File: src/pkg/eccp_pkg.sv
// Constants shared by the capture/compare/PWM unit.
// Assumes an 8-bit register port and a 40 MHz oscillator clock.
package eccp_pkg;
    // Register offsets
    localparam logic [3:0] OFS_CONTROL = 4'h0;
    localparam logic [3:0] OFS_VALUE_LOW = 4'h1;
    localparam logic [3:0] OFS_VALUE_HIGH = 4'h2;
    localparam logic [3:0] OFS_DEAD_BAND = 4'h3;
    localparam logic [3:0] OFS_FLAG_REG2 = 4'h4;
    localparam logic [3:0] OFS_ENABLE_REG2 = 4'h5;
    localparam logic [3:0] OFS_PERIOD = 4'h6;
    localparam logic [3:0] OFS_TB_CONTROL = 4'h7;
    localparam logic [3:0] OFS_TB_COUNT = 4'h8;
    // Reset values
    localparam logic [7:0] CONTROL_RESET = 8'h00;
    localparam logic [7:0] DEAD_BAND_RESET = 8'h00;
    localparam logic [7:0] PERIOD_RESET = 8'hFF;
    localparam logic [2:0] TB_CONTROL_RESET = 3'h0;
    // Field positions
    localparam int DIR_BIT = 7;
    localparam int CFG_LSB = 6;
    localparam int DUTY_LSB = 4;
    localparam int TB_ON_BIT = 2;
    localparam int FLAG_BIT = 0;
    // Output configurations
    localparam logic [1:0] CFG_SINGLE = 2'h0;
    localparam logic [1:0] CFG_FORWARD = 2'h1;
    localparam logic [1:0] CFG_HALF = 2'h2;
    localparam logic [1:0] CFG_REVERSE = 2'h3;
    // Mode codes
    localparam logic [3:0] MODE_OFF = 4'h0;
    localparam logic [3:0] MODE_TOGGLE = 4'h2;
    localparam logic [3:0] MODE_CAP_FALL = 4'h4;
    localparam logic [3:0] MODE_CAP_RISE = 4'h5;
    localparam logic [3:0] MODE_CAP_4TH = 4'h6;
    localparam logic [3:0] MODE_CAP_16TH = 4'h7;
    localparam logic [3:0] MODE_SET = 4'h8;
    localparam logic [3:0] MODE_CLEAR = 4'h9;
    localparam logic [3:0] MODE_NONE = 4'hA;
    localparam logic [3:0] MODE_SPECIAL = 4'hB;
    // Oscillator periods per instruction cycle
    localparam int TOSC_PER_TCY = 4;
    localparam int ENH_DELAY_CLKS = TOSC_PER_TCY;
endpackage

File: src/eccp_unit.sv
// Enhanced capture/compare/PWM unit with its own PWM time base.
// Assumes ref_clk is the oscillator clock, inputs are synchronous,
// and pin direction is handled by the port logic outside.
module eccp_unit (
    // Clock and reset
    input wire logic ref_clk,
    input wire logic rst,
    // Register port
    input wire logic [3:0] addr,
    input wire logic [7:0] wdata,
    input wire logic wr,
    input wire logic rd,
    output logic [7:0] rdata,
    // Capture/compare timer and converter
    input wire logic [15:0] timer_value,
    input wire logic adc_enabled,
    output logic timer_clear,
    output logic adc_start,
    // Capture pin
    input wire logic capture_in,
    // Bridge outputs
    output logic out_a,
    output logic out_a_oe,
    output logic out_b,
    output logic out_b_oe,
    output logic out_c,
    output logic out_c_oe,
    output logic out_d,
    output logic out_d_oe,
    // Gated event request
    output logic unit_event_request
);

    // Clocks per time base step for a prescale code
    function automatic logic [4:0] presc_clocks(input logic [1:0] code);
        if (code[1]) begin
            presc_clocks = 5'h10;
        end else if (code[0]) begin
            presc_clocks = 5'h04;
        end else begin
            presc_clocks = 5'h01;
        end
    endfunction

    function automatic logic is_pwm(input logic [3:0] m);
        is_pwm = (m[3:2] == 2'h3);
    endfunction

    function automatic logic is_capture(input logic [3:0] m);
        is_capture = (m[3:2] == 2'h1);
    endfunction

    function automatic logic is_compare(input logic [3:0] m);
        is_compare = (m == eccp_pkg::MODE_TOGGLE) || (m[3:2] == 2'h2);
    endfunction

    // One step of a dead-band counter, saturating at the limit
    function automatic logic [9:0] dead_step(input logic [9:0] cnt,
                                             input logic target,
                                             input logic [9:0] lim);
        if (!target) begin
            dead_step = 10'h000;
        end else if (cnt == lim) begin
            dead_step = cnt;
        end else begin
            dead_step = 10'(cnt + 10'h001);
        end
    endfunction

    logic [7:0] unit_control;
    logic [15:0] capture_compare_value;
    logic [7:0] dead_band_count;
    logic [7:0] pwm_period_value;
    logic [2:0] tb_control;
    logic unit_event_flag;
    logic unit_event_enable;
    logic [3:0] mode;
    logic [1:0] time_base_prescale;
    logic tb_on;
    logic [4:0] presc_cnt;
    logic [9:0] fine;
    logic fine_tick;
    logic last_step;
    logic boundary;
    logic [9:0] next_fine;
    logic [9:0] next_duty;
    logic [9:0] duty_act;
    logic [1:0] cfg_act;
    logic [1:0] pol_act;
    logic [7:0] db_act;
    logic [9:0] dly_clk;
    logic pwm_run;
    logic pwm_std;
    logic [eccp_pkg::ENH_DELAY_CLKS-1:0] dly_sr;
    logic pwm_dly;
    logic [9:0] cnt_a;
    logic [9:0] cnt_b;
    logic act_a;
    logic act_b;
    logic early;
    logic la, lb, lc, ld;
    logic cap_prev;
    logic cap_rise;
    logic cap_fall;
    logic [3:0] cap_cnt;
    logic cap_event;
    logic match;
    logic match_prev;
    logic cmp_hit;
    logic special;
    logic cmp_out;
    logic ctrl_wr;

    assign mode = unit_control[3:0];
    assign time_base_prescale = tb_control[1:0];
    assign tb_on = tb_control[eccp_pkg::TB_ON_BIT];
    assign ctrl_wr = wr && (addr == eccp_pkg::OFS_CONTROL);

    // Time base: ten-bit count, one step per prescaled oscillator group
    assign fine_tick = tb_on && (presc_cnt >= 5'(presc_clocks(time_base_prescale) - 5'h01));
    assign last_step = (fine == {pwm_period_value, 2'h3});
    assign boundary = fine_tick && last_step;
    assign next_fine = fine_tick ? (last_step ? 10'h000 : 10'(fine + 10'h001)) : fine;
    assign next_duty = boundary ? {capture_compare_value[7:0],
                                   unit_control[5:4]} : duty_act;

    always_ff @(posedge ref_clk or posedge rst) begin
        if (rst) begin
            presc_cnt <= 5'h00;
            fine <= 10'h000;
        end else begin
            presc_cnt <= (!tb_on || fine_tick) ? 5'h00 : 5'(presc_cnt + 5'h01);
            fine <= next_fine;
        end
    end

    // Buffered PWM controls, taken only at the period boundary
    always_ff @(posedge ref_clk or posedge rst) begin
        if (rst) begin
            duty_act <= 10'h000;
            cfg_act <= eccp_pkg::CFG_SINGLE;
            pol_act <= 2'h0;
        end else if (boundary) begin
            duty_act <= next_duty;
            cfg_act <= unit_control[eccp_pkg::CFG_LSB +: 2];
            pol_act <= unit_control[1:0];
        end
    end

    // Dead band reload at either duty end or period end
    always_ff @(posedge ref_clk or posedge rst) begin
        if (rst) begin
            db_act <= eccp_pkg::DEAD_BAND_RESET;
        end else if (boundary || (fine_tick && next_fine == duty_act)) begin
            db_act <= dead_band_count;
        end
    end

    // PWM starts only once the time base has wrapped
    always_ff @(posedge ref_clk or posedge rst) begin
        if (rst) begin
            pwm_run <= 1'b0;
        end else if (!is_pwm(mode)) begin
            pwm_run <= 1'b0;
        end else if (boundary) begin
            pwm_run <= 1'b1;
        end
    end

    // Standard waveform; a duty beyond the period never clears it
    always_ff @(posedge ref_clk or posedge rst) begin
        if (rst) begin
            pwm_std <= 1'b0;
        end else begin
            pwm_std <= (is_pwm(mode) && (pwm_run || boundary)) && (next_fine < next_duty);
        end
    end

    // One instruction cycle of lag for the enhanced configurations
    always_ff @(posedge ref_clk or posedge rst) begin
        if (rst) begin
            dly_sr <= '0;
        end else begin
            dly_sr <= {dly_sr[eccp_pkg::ENH_DELAY_CLKS-2:0], pwm_std};
        end
    end
    assign pwm_dly = dly_sr[eccp_pkg::ENH_DELAY_CLKS-1];

    // Dead-band counters delay each rising edge by count*4 clocks
    assign dly_clk = {db_act, 2'h0};
    always_ff @(posedge ref_clk or posedge rst) begin
        if (rst) begin
            cnt_a <= 10'h000;
            cnt_b <= 10'h000;
        end else begin
            cnt_a <= dead_step(cnt_a, pwm_dly, dly_clk);
            cnt_b <= dead_step(cnt_b, !pwm_dly, dly_clk);
        end
    end
    // Never reaching the limit keeps the output inactive
    assign act_a = pwm_dly && (cnt_a == dly_clk);
    assign act_b = !pwm_dly && (cnt_b == dly_clk);

    // Direction change inside the last time base step of a period
    assign early = pwm_run && cfg_act[0] && unit_control[eccp_pkg::CFG_LSB] &&
                   (unit_control[eccp_pkg::DIR_BIT] != cfg_act[1]) &&
                   tb_on && last_step;

    // Logical output levels per configuration
    always_comb begin
        la = 1'b0;
        lb = 1'b0;
        lc = 1'b0;
        ld = 1'b0;
        if (early) begin
            la = !unit_control[eccp_pkg::DIR_BIT];
            lc = unit_control[eccp_pkg::DIR_BIT];
        end else begin
            unique case (cfg_act)
                eccp_pkg::CFG_SINGLE: begin
                    la = pwm_std;
                end
                eccp_pkg::CFG_HALF: begin
                    la = act_a;
                    lb = act_b;
                end
                eccp_pkg::CFG_FORWARD: begin
                    la = 1'b1;
                    ld = pwm_dly;
                end
                eccp_pkg::CFG_REVERSE: begin
                    lc = 1'b1;
                    lb = pwm_dly;
                end
            endcase
        end
    end

    // Pin drive: polarity applied, unused pins released to the port
    always_ff @(posedge ref_clk or posedge rst) begin
        if (rst) begin
            out_a <= 1'b0;
            out_b <= 1'b0;
            out_c <= 1'b0;
            out_d <= 1'b0;
            out_a_oe <= 1'b0;
            out_b_oe <= 1'b0;
            out_c_oe <= 1'b0;
            out_d_oe <= 1'b0;
        end else begin
            out_a <= pwm_run ? (la ^ pol_act[1]) : cmp_out;
            out_c <= pwm_run && (lc ^ pol_act[1]);
            out_b <= pwm_run && (lb ^ pol_act[0]);
            out_d <= pwm_run && (ld ^ pol_act[0]);
            out_a_oe <= pwm_run || is_compare(mode);
            out_b_oe <= pwm_run && (cfg_act != eccp_pkg::CFG_SINGLE);
            out_c_oe <= pwm_run && cfg_act[0];
            out_d_oe <= pwm_run && cfg_act[0];
        end
    end

    // Capture edge detection and prescaling; pin edges are the only source
    assign cap_rise = capture_in && !cap_prev;
    assign cap_fall = !capture_in && cap_prev;
    always_ff @(posedge ref_clk or posedge rst) begin
        if (rst) begin
            cap_prev <= 1'b0;
            cap_cnt <= 4'h0;
        end else begin
            cap_prev <= capture_in;
            if (!is_capture(mode) || ctrl_wr) begin
                cap_cnt <= 4'h0;
            end else if (cap_rise) begin
                cap_cnt <= 4'(cap_cnt + 4'h1);
            end
        end
    end
    always_comb begin
        unique case (mode)
            eccp_pkg::MODE_CAP_FALL: cap_event = cap_fall;
            eccp_pkg::MODE_CAP_RISE: cap_event = cap_rise;
            eccp_pkg::MODE_CAP_4TH: cap_event = cap_rise && (cap_cnt[1:0] == 2'h3);
            eccp_pkg::MODE_CAP_16TH: cap_event = cap_rise && (cap_cnt == 4'hF);
            default: cap_event = 1'b0;
        endcase
    end

    // Compare match, one event per match entry
    assign match = is_compare(mode) && (timer_value == capture_compare_value);
    assign cmp_hit = match && !match_prev;
    assign special = cmp_hit && (mode == eccp_pkg::MODE_SPECIAL);
    always_ff @(posedge ref_clk or posedge rst) begin
        if (rst) begin
            match_prev <= 1'b0;
            cmp_out <= 1'b0;
        end else begin
            match_prev <= match;
            if (mode == eccp_pkg::MODE_OFF) begin
                cmp_out <= 1'b0;
            end else if (cmp_hit) begin
                unique case (mode)
                    eccp_pkg::MODE_TOGGLE: cmp_out <= !cmp_out;
                    eccp_pkg::MODE_SET: cmp_out <= 1'b1;
                    eccp_pkg::MODE_CLEAR: cmp_out <= 1'b0;
                    default: cmp_out <= cmp_out;
                endcase
            end
        end
    end

    // Special trigger: timer clear strobe carries no overflow flag
    always_ff @(posedge ref_clk or posedge rst) begin
        if (rst) begin
            timer_clear <= 1'b0;
            adc_start <= 1'b0;
        end else begin
            timer_clear <= special;
            adc_start <= special && adc_enabled;
        end
    end

    // Control and time base registers
    always_ff @(posedge ref_clk or posedge rst) begin
        if (rst) begin
            unit_control <= eccp_pkg::CONTROL_RESET;
            dead_band_count <= eccp_pkg::DEAD_BAND_RESET;
            pwm_period_value <= eccp_pkg::PERIOD_RESET;
            tb_control <= eccp_pkg::TB_CONTROL_RESET;
            unit_event_enable <= 1'b0;
        end else if (wr) begin
            unique case (addr)
                eccp_pkg::OFS_CONTROL: unit_control <= wdata;
                eccp_pkg::OFS_DEAD_BAND: dead_band_count <= wdata;
                eccp_pkg::OFS_PERIOD: pwm_period_value <= wdata;
                eccp_pkg::OFS_TB_CONTROL: tb_control <= wdata[2:0];
                eccp_pkg::OFS_ENABLE_REG2: unit_event_enable <= wdata[eccp_pkg::FLAG_BIT];
                default: ;
            endcase
        end
    end

    // Value register: capture beats duty latch beats software
    always_ff @(posedge ref_clk or posedge rst) begin
        if (rst) begin
            capture_compare_value <= 16'h0000;
        end else if (cap_event) begin
            capture_compare_value <= timer_value;
        end else begin
            if (wr && addr == eccp_pkg::OFS_VALUE_LOW) begin
                capture_compare_value[7:0] <= wdata;
            end
            if (is_pwm(mode) && boundary) begin
                capture_compare_value[15:8] <= capture_compare_value[7:0];
            end else if (wr && addr == eccp_pkg::OFS_VALUE_HIGH && !is_pwm(mode)) begin
                capture_compare_value[15:8] <= wdata;
            end
        end
    end

    // Event flag: hardware set wins over a software clear
    always_ff @(posedge ref_clk or posedge rst) begin
        if (rst) begin
            unit_event_flag <= 1'b0;
            unit_event_request <= 1'b0;
        end else begin
            if (cap_event || cmp_hit) begin
                unit_event_flag <= 1'b1;
            end else if (wr && addr == eccp_pkg::OFS_FLAG_REG2) begin
                unit_event_flag <= wdata[eccp_pkg::FLAG_BIT];
            end
            unit_event_request <= unit_event_flag && unit_event_enable;
        end
    end

    // Read data, one cycle after the strobe
    always_ff @(posedge ref_clk or posedge rst) begin
        if (rst) begin
            rdata <= 8'h00;
        end else if (rd) begin
            unique case (addr)
                eccp_pkg::OFS_CONTROL: rdata <= unit_control;
                eccp_pkg::OFS_VALUE_LOW: rdata <= capture_compare_value[7:0];
                eccp_pkg::OFS_VALUE_HIGH: rdata <= capture_compare_value[15:8];
                eccp_pkg::OFS_DEAD_BAND: rdata <= dead_band_count;
                eccp_pkg::OFS_FLAG_REG2: rdata <= {7'h00, unit_event_flag};
                eccp_pkg::OFS_ENABLE_REG2: rdata <= {7'h00, unit_event_enable};
                eccp_pkg::OFS_PERIOD: rdata <= pwm_period_value;
                eccp_pkg::OFS_TB_CONTROL: rdata <= {5'h00, tb_control};
                eccp_pkg::OFS_TB_COUNT: rdata <= fine[9:2];
                default: rdata <= 8'h00;
            endcase
        end else begin
            rdata <= 8'h00;
        end
    end
endmodule // eccp_unit

File: config.mk
export PLATFORM = sky130hd
export DESIGN_NAME = eccp_unit
export DESIGN_NICKNAME = d
export VERILOG_FILES = /design/src/pkg/eccp_pkg.sv /design/src/eccp_unit.sv
export SDC_FILE = /design/constraint.sdc
export NUM_CORES = 1
export LEC_CHECK = 0
export BUFFER_PORTS_ARGS = -buffer_cell sky130_fd_sc_hd__buf_2
export CAP_MARGIN = 20
export CORE_MARGIN = 2
export CORE_UTILIZATION = 55
export CTS_CLUSTER_DIAMETER = 30
export DETAILED_ROUTE_END_ITERATION = 7
export MAX_ROUTING_LAYER = met4
export PLACE_DENSITY = 0.79
export SLEW_MARGIN = 10
export SYNTH_ARGS = -nofsm -noshare
export SYNTH_HDL_FRONTEND = slang
export SYNTH_SLANG_ARGS = --single-unit
File: constraint.sdc
create_clock -name ref_clk -period 7.7 [get_ports ref_clk]
set_clock_uncertainty 0.05 [all_clocks]
set_input_delay 1.155 -clock ref_clk [delete_from_list [all_inputs] [get_ports ref_clk]]
set_output_delay 1.155 -clock ref_clk [all_outputs]
set_load 0.01 [all_outputs]
==> flow_summary.yaml <==
synthesis:
  synth_area_um2: 7396
  synth.mux.area_fraction_pct: 10.83
  synth_xor_area_share_pct: 8.493
  syn_inst: 739
  synth_top_family_by_area: "simple AND/OR/NAND/NOR gates"
  synthArstFlopShare_pct: 100.0
  ys.flop_type: "dfrtp_1"
  synth-edff-count: 0
  synth-simple-area-share_pct: 17.39
  yosysSeqAreaShare_pct: 45.14
  ys_seq_elements: 133
  yosys_warnings: 0
  synth_compound_gate_area_share_pct: 11.10
  synthAdderAreaFrac_pct: 3.553
  ys_types: 66
  syn_nets: 794
  syn_area_per_cell_um2: 10.01
routing:
  wl_per_cell_um: 19.64
  drcViolationCount: 3
  dr.first_iter.drc_count: 552
  ant_nets: 0
  vias_per_cell: 5.938
  routed_wirelength_um: 19070
  vias: 5766
  dr.pass1.iters: 8
worst_setup_path:
  regToRegSetupSlack_ns: 3.73
  ff2ff_path_depth: 16
  endpoint: "pwm_std"
  critPathLaunch: "fine[0]"
  critPathArrivalTime_ns: 4.29
  worstSetupEndpointType: "flip-flop"
  crit_required_ns: 8.02
  cp_max_fo: 18
  r2r-start: "fine[0]"
  worstReg2RegEnd: "pwm_std"
  startpoint_type: "flip-flop"
  path_class: "flip-flop to flip-flop"
power_and_ir_drop:
  ir_drop_mv: 0.1869
  power_density_nw_per_um2: 255.4
  p_leak_nw: 3.945
cts:
  cts_setup_buffers: 0
  clock_sinks: 133
  htree_levels: 4
  cts.repair.resized: 0
  cts-root-buf: "clkbuf_16"
  clkTransAtPathRegs_ns: 0.06
  cts_made_buffers: 17
  clock_latency_ns: 0.43
  clockBufferDepth: 2
  cts_tree: "built"
  hold_buffers: 0
layout:
  multi_input_area_um2: 3802
  drive_gt1_share_pct: 18.74
  area_growth_pct: 13.03
  n_antenna_cell: 0
  fillers: 1060
  layout_common_cells: "dfrtp_1, nand2_1, nor2_1"
  layout_commonest_cell: "dfrtp_1"
  final_nets: 837
  register_area_um2: 3338
  stdcell_area_um2: 8359
grt:
  grt_max_degree: 75
  overflow: 0
  grt_pass1_vias: 5845
  grt_use_total_pct: 28.74
  grt_antenna_before_repair: 0
  grt_pass1_wl_um: 30680
min_path:
  hold_path.class: "flip-flop to flip-flop"
timing:
  finalHoldViolCount: 0
  period_needed_ns: 3.969
  worstMarginPinSlew_ns: 0.9961
  period_share_pct: 51.55
  rsz0062_at_grt: "no"
  slew_headroom_pct: 33.08
  setup-tns-final_ns: 0
  fmax_mhz: 251.9
  slew_violations: 0
  setup_viol: 0
placed_design:
  place_area_um2: 7751
  gp_congestion: 0.9469
  dp_hpwl_um: 13680
  io_buffer_count: 52
floorplanning:
  dieArea_um2: 14390
  fp.dieW_um: 120.0
  initial_core_util_pct: 56.07
  ios: 53
  die_y_um: 120.0
  num_rows: 42
  core_area_um2: 13190
outcome:
  violations: "design-rule violations"
  outcome: "finished, violations left"
job:
  drv_cap: 0
==> cell type report <==
cell class | instances | area share, %
multi-input cells | 548 | 45.49
clock buffers | 20 | 5.463
clock inverters | 12 | 1.811
well taps | 176 | 2.634
repair buffers | 56 | 3.473
flip-flops and latches | 133 | 39.93
inverters | 26 | 1.197
==> worst min-delay path by stage <==
stage,cells past startpoint,to,from
after detailed placement,0,dly_sr[2],dly_sr[1]
final,0,dly_sr[3],dly_sr[2]
after floorplan,0,dly_sr[1],dly_sr[0]
after global routing,0,dly_sr[2],dly_sr[1]
after global placement,0,dly_sr[2],dly_sr[1]
after CTS,0,dly_sr[2],dly_sr[1]
==> kinds of logic after synthesis <==
logic type      Yosys count
buf+inv                  58
fa+ha+maj                21
compound gates          131
xor+xnor                 70
simple gates            253
mux                      72
flops                   133
other cells               1
==> critical path, stage by stage (launching register included) <==
cell and delay (ns):
dfrtp_1 0.43, ha_1 0.28, inv_1 0.13, nor4_4 0.83, nor2b_1 0.21, buf_4 0.28
mux2i_1 0.26, ha_1 0.28, a21o_1 0.16, a21oi_1 0.14, nor2b_1 0.06, o21ai_0 0.17
nand2b_1 0.08, a21oi_1 0.14, nor2b_1 0.06, o21ai_0 0.14, and4b_1 0.20
==> sequential cells by signal, summed over array words and instances, names as in the netlist, 2 cells and up <==
register and count:
pwm_period_value 8, presc_cnt 5, duty_act 10, fine 10
pol_act 2, cfg_act 2, cnt_b 10, capture_compare_value 16
dly_sr 4, tb_control 3, unit_control 8, rdata 8
db_act 8, dead_band_count 8, cap_cnt 4, cnt_a 10
==> report_power, final <==
group | internal, mW | leakage [nW] | total, mW | switching (mW)
Sequential | 0.803 | 1.74 | 0.953 | 0.150
Combinational | 0.163 | 1.91 | 0.351 | 0.188
Clock | 0.525 | 0.296 | 0.832 | 0.307
==> Yosys cell counts (5+ instances only) <==
| cell type | number | share of area, % |
|---|---|---|
| a21oi_1 | 45 | 3.0 |
| a221oi_1 | 7 | 0.83 |
| and2_1 | 12 | 1.0 |
| and3_1 | 7 | 0.59 |
| and4_1 | 5 | 0.59 |
| buf_2 | 9 | 0.61 |
| clkbuf_1 | 16 | 0.81 |
| dfrtp_1 | 125 | 42 |
| dfstp_2 | 8 | 2.8 |
| ha_1 | 21 | 3.6 |
| inv_1 | 25 | 1.3 |
| mux2_2 | 31 | 4.7 |
| mux2_4 | 8 | 1.6 |
| mux2i_1 | 32 | 4.3 |
| nand2_1 | 67 | 3.4 |
| nand2b_1 | 8 | 0.68 |
| nand3_1 | 12 | 0.81 |
| nand4_1 | 15 | 1.3 |
| nor2_1 | 62 | 3.1 |
| nor2b_1 | 14 | 1.2 |
| nor3_1 | 16 | 1.1 |
| nor3b_1 | 5 | 0.51 |
| nor4_1 | 7 | 0.59 |
| o21ai_0 | 26 | 1.8 |
| o21ai_1 | 13 | 0.88 |
| or3_1 | 8 | 0.68 |
| xnor2_1 | 25 | 3.0 |
| xor2_1 | 43 | 5.1 |
==> per-layer routing <==
| layer | part of all wire, % | wire length (um) | up-vias | GRT usage (%) |
|---|---|---|---|---|
| met1 | 41 | 7898 | 2805 | 34.74 |
| met4 | 4.2 | 800 | 0 | 13.97 |
| met2 | 49 | 9290 | 221 | 45.77 |
| met5 | 0 | 0 | - | - |
| met3 | 5.7 | 1082 | 56 | 6.369 |
| li1 | - | - | 2684 | - |
==> through the flow <==
stage / setup WS, ns / power [mW] / utilization (%) / cells / hold slack (ns)
after CTS: 3.782 / 2.139 / 63.38 / 971 / 0.2991
after global routing: 3.387 / 2.223 / 63.38 / 971 / 0.3050
after detailed placement: 3.814 / 1.305 / 58.76 / 939 / 0.2858
after global placement: 3.911 / 1.286 / 58.76 / 939 / 0.2823
after floorplan: 2.954 / 1.158 / - / 739 / 0.2812
final: 3.731 / 2.135 / 63.38 / 971 / 0.3034
No activity file was read; power rests on OpenSTA's default activity.
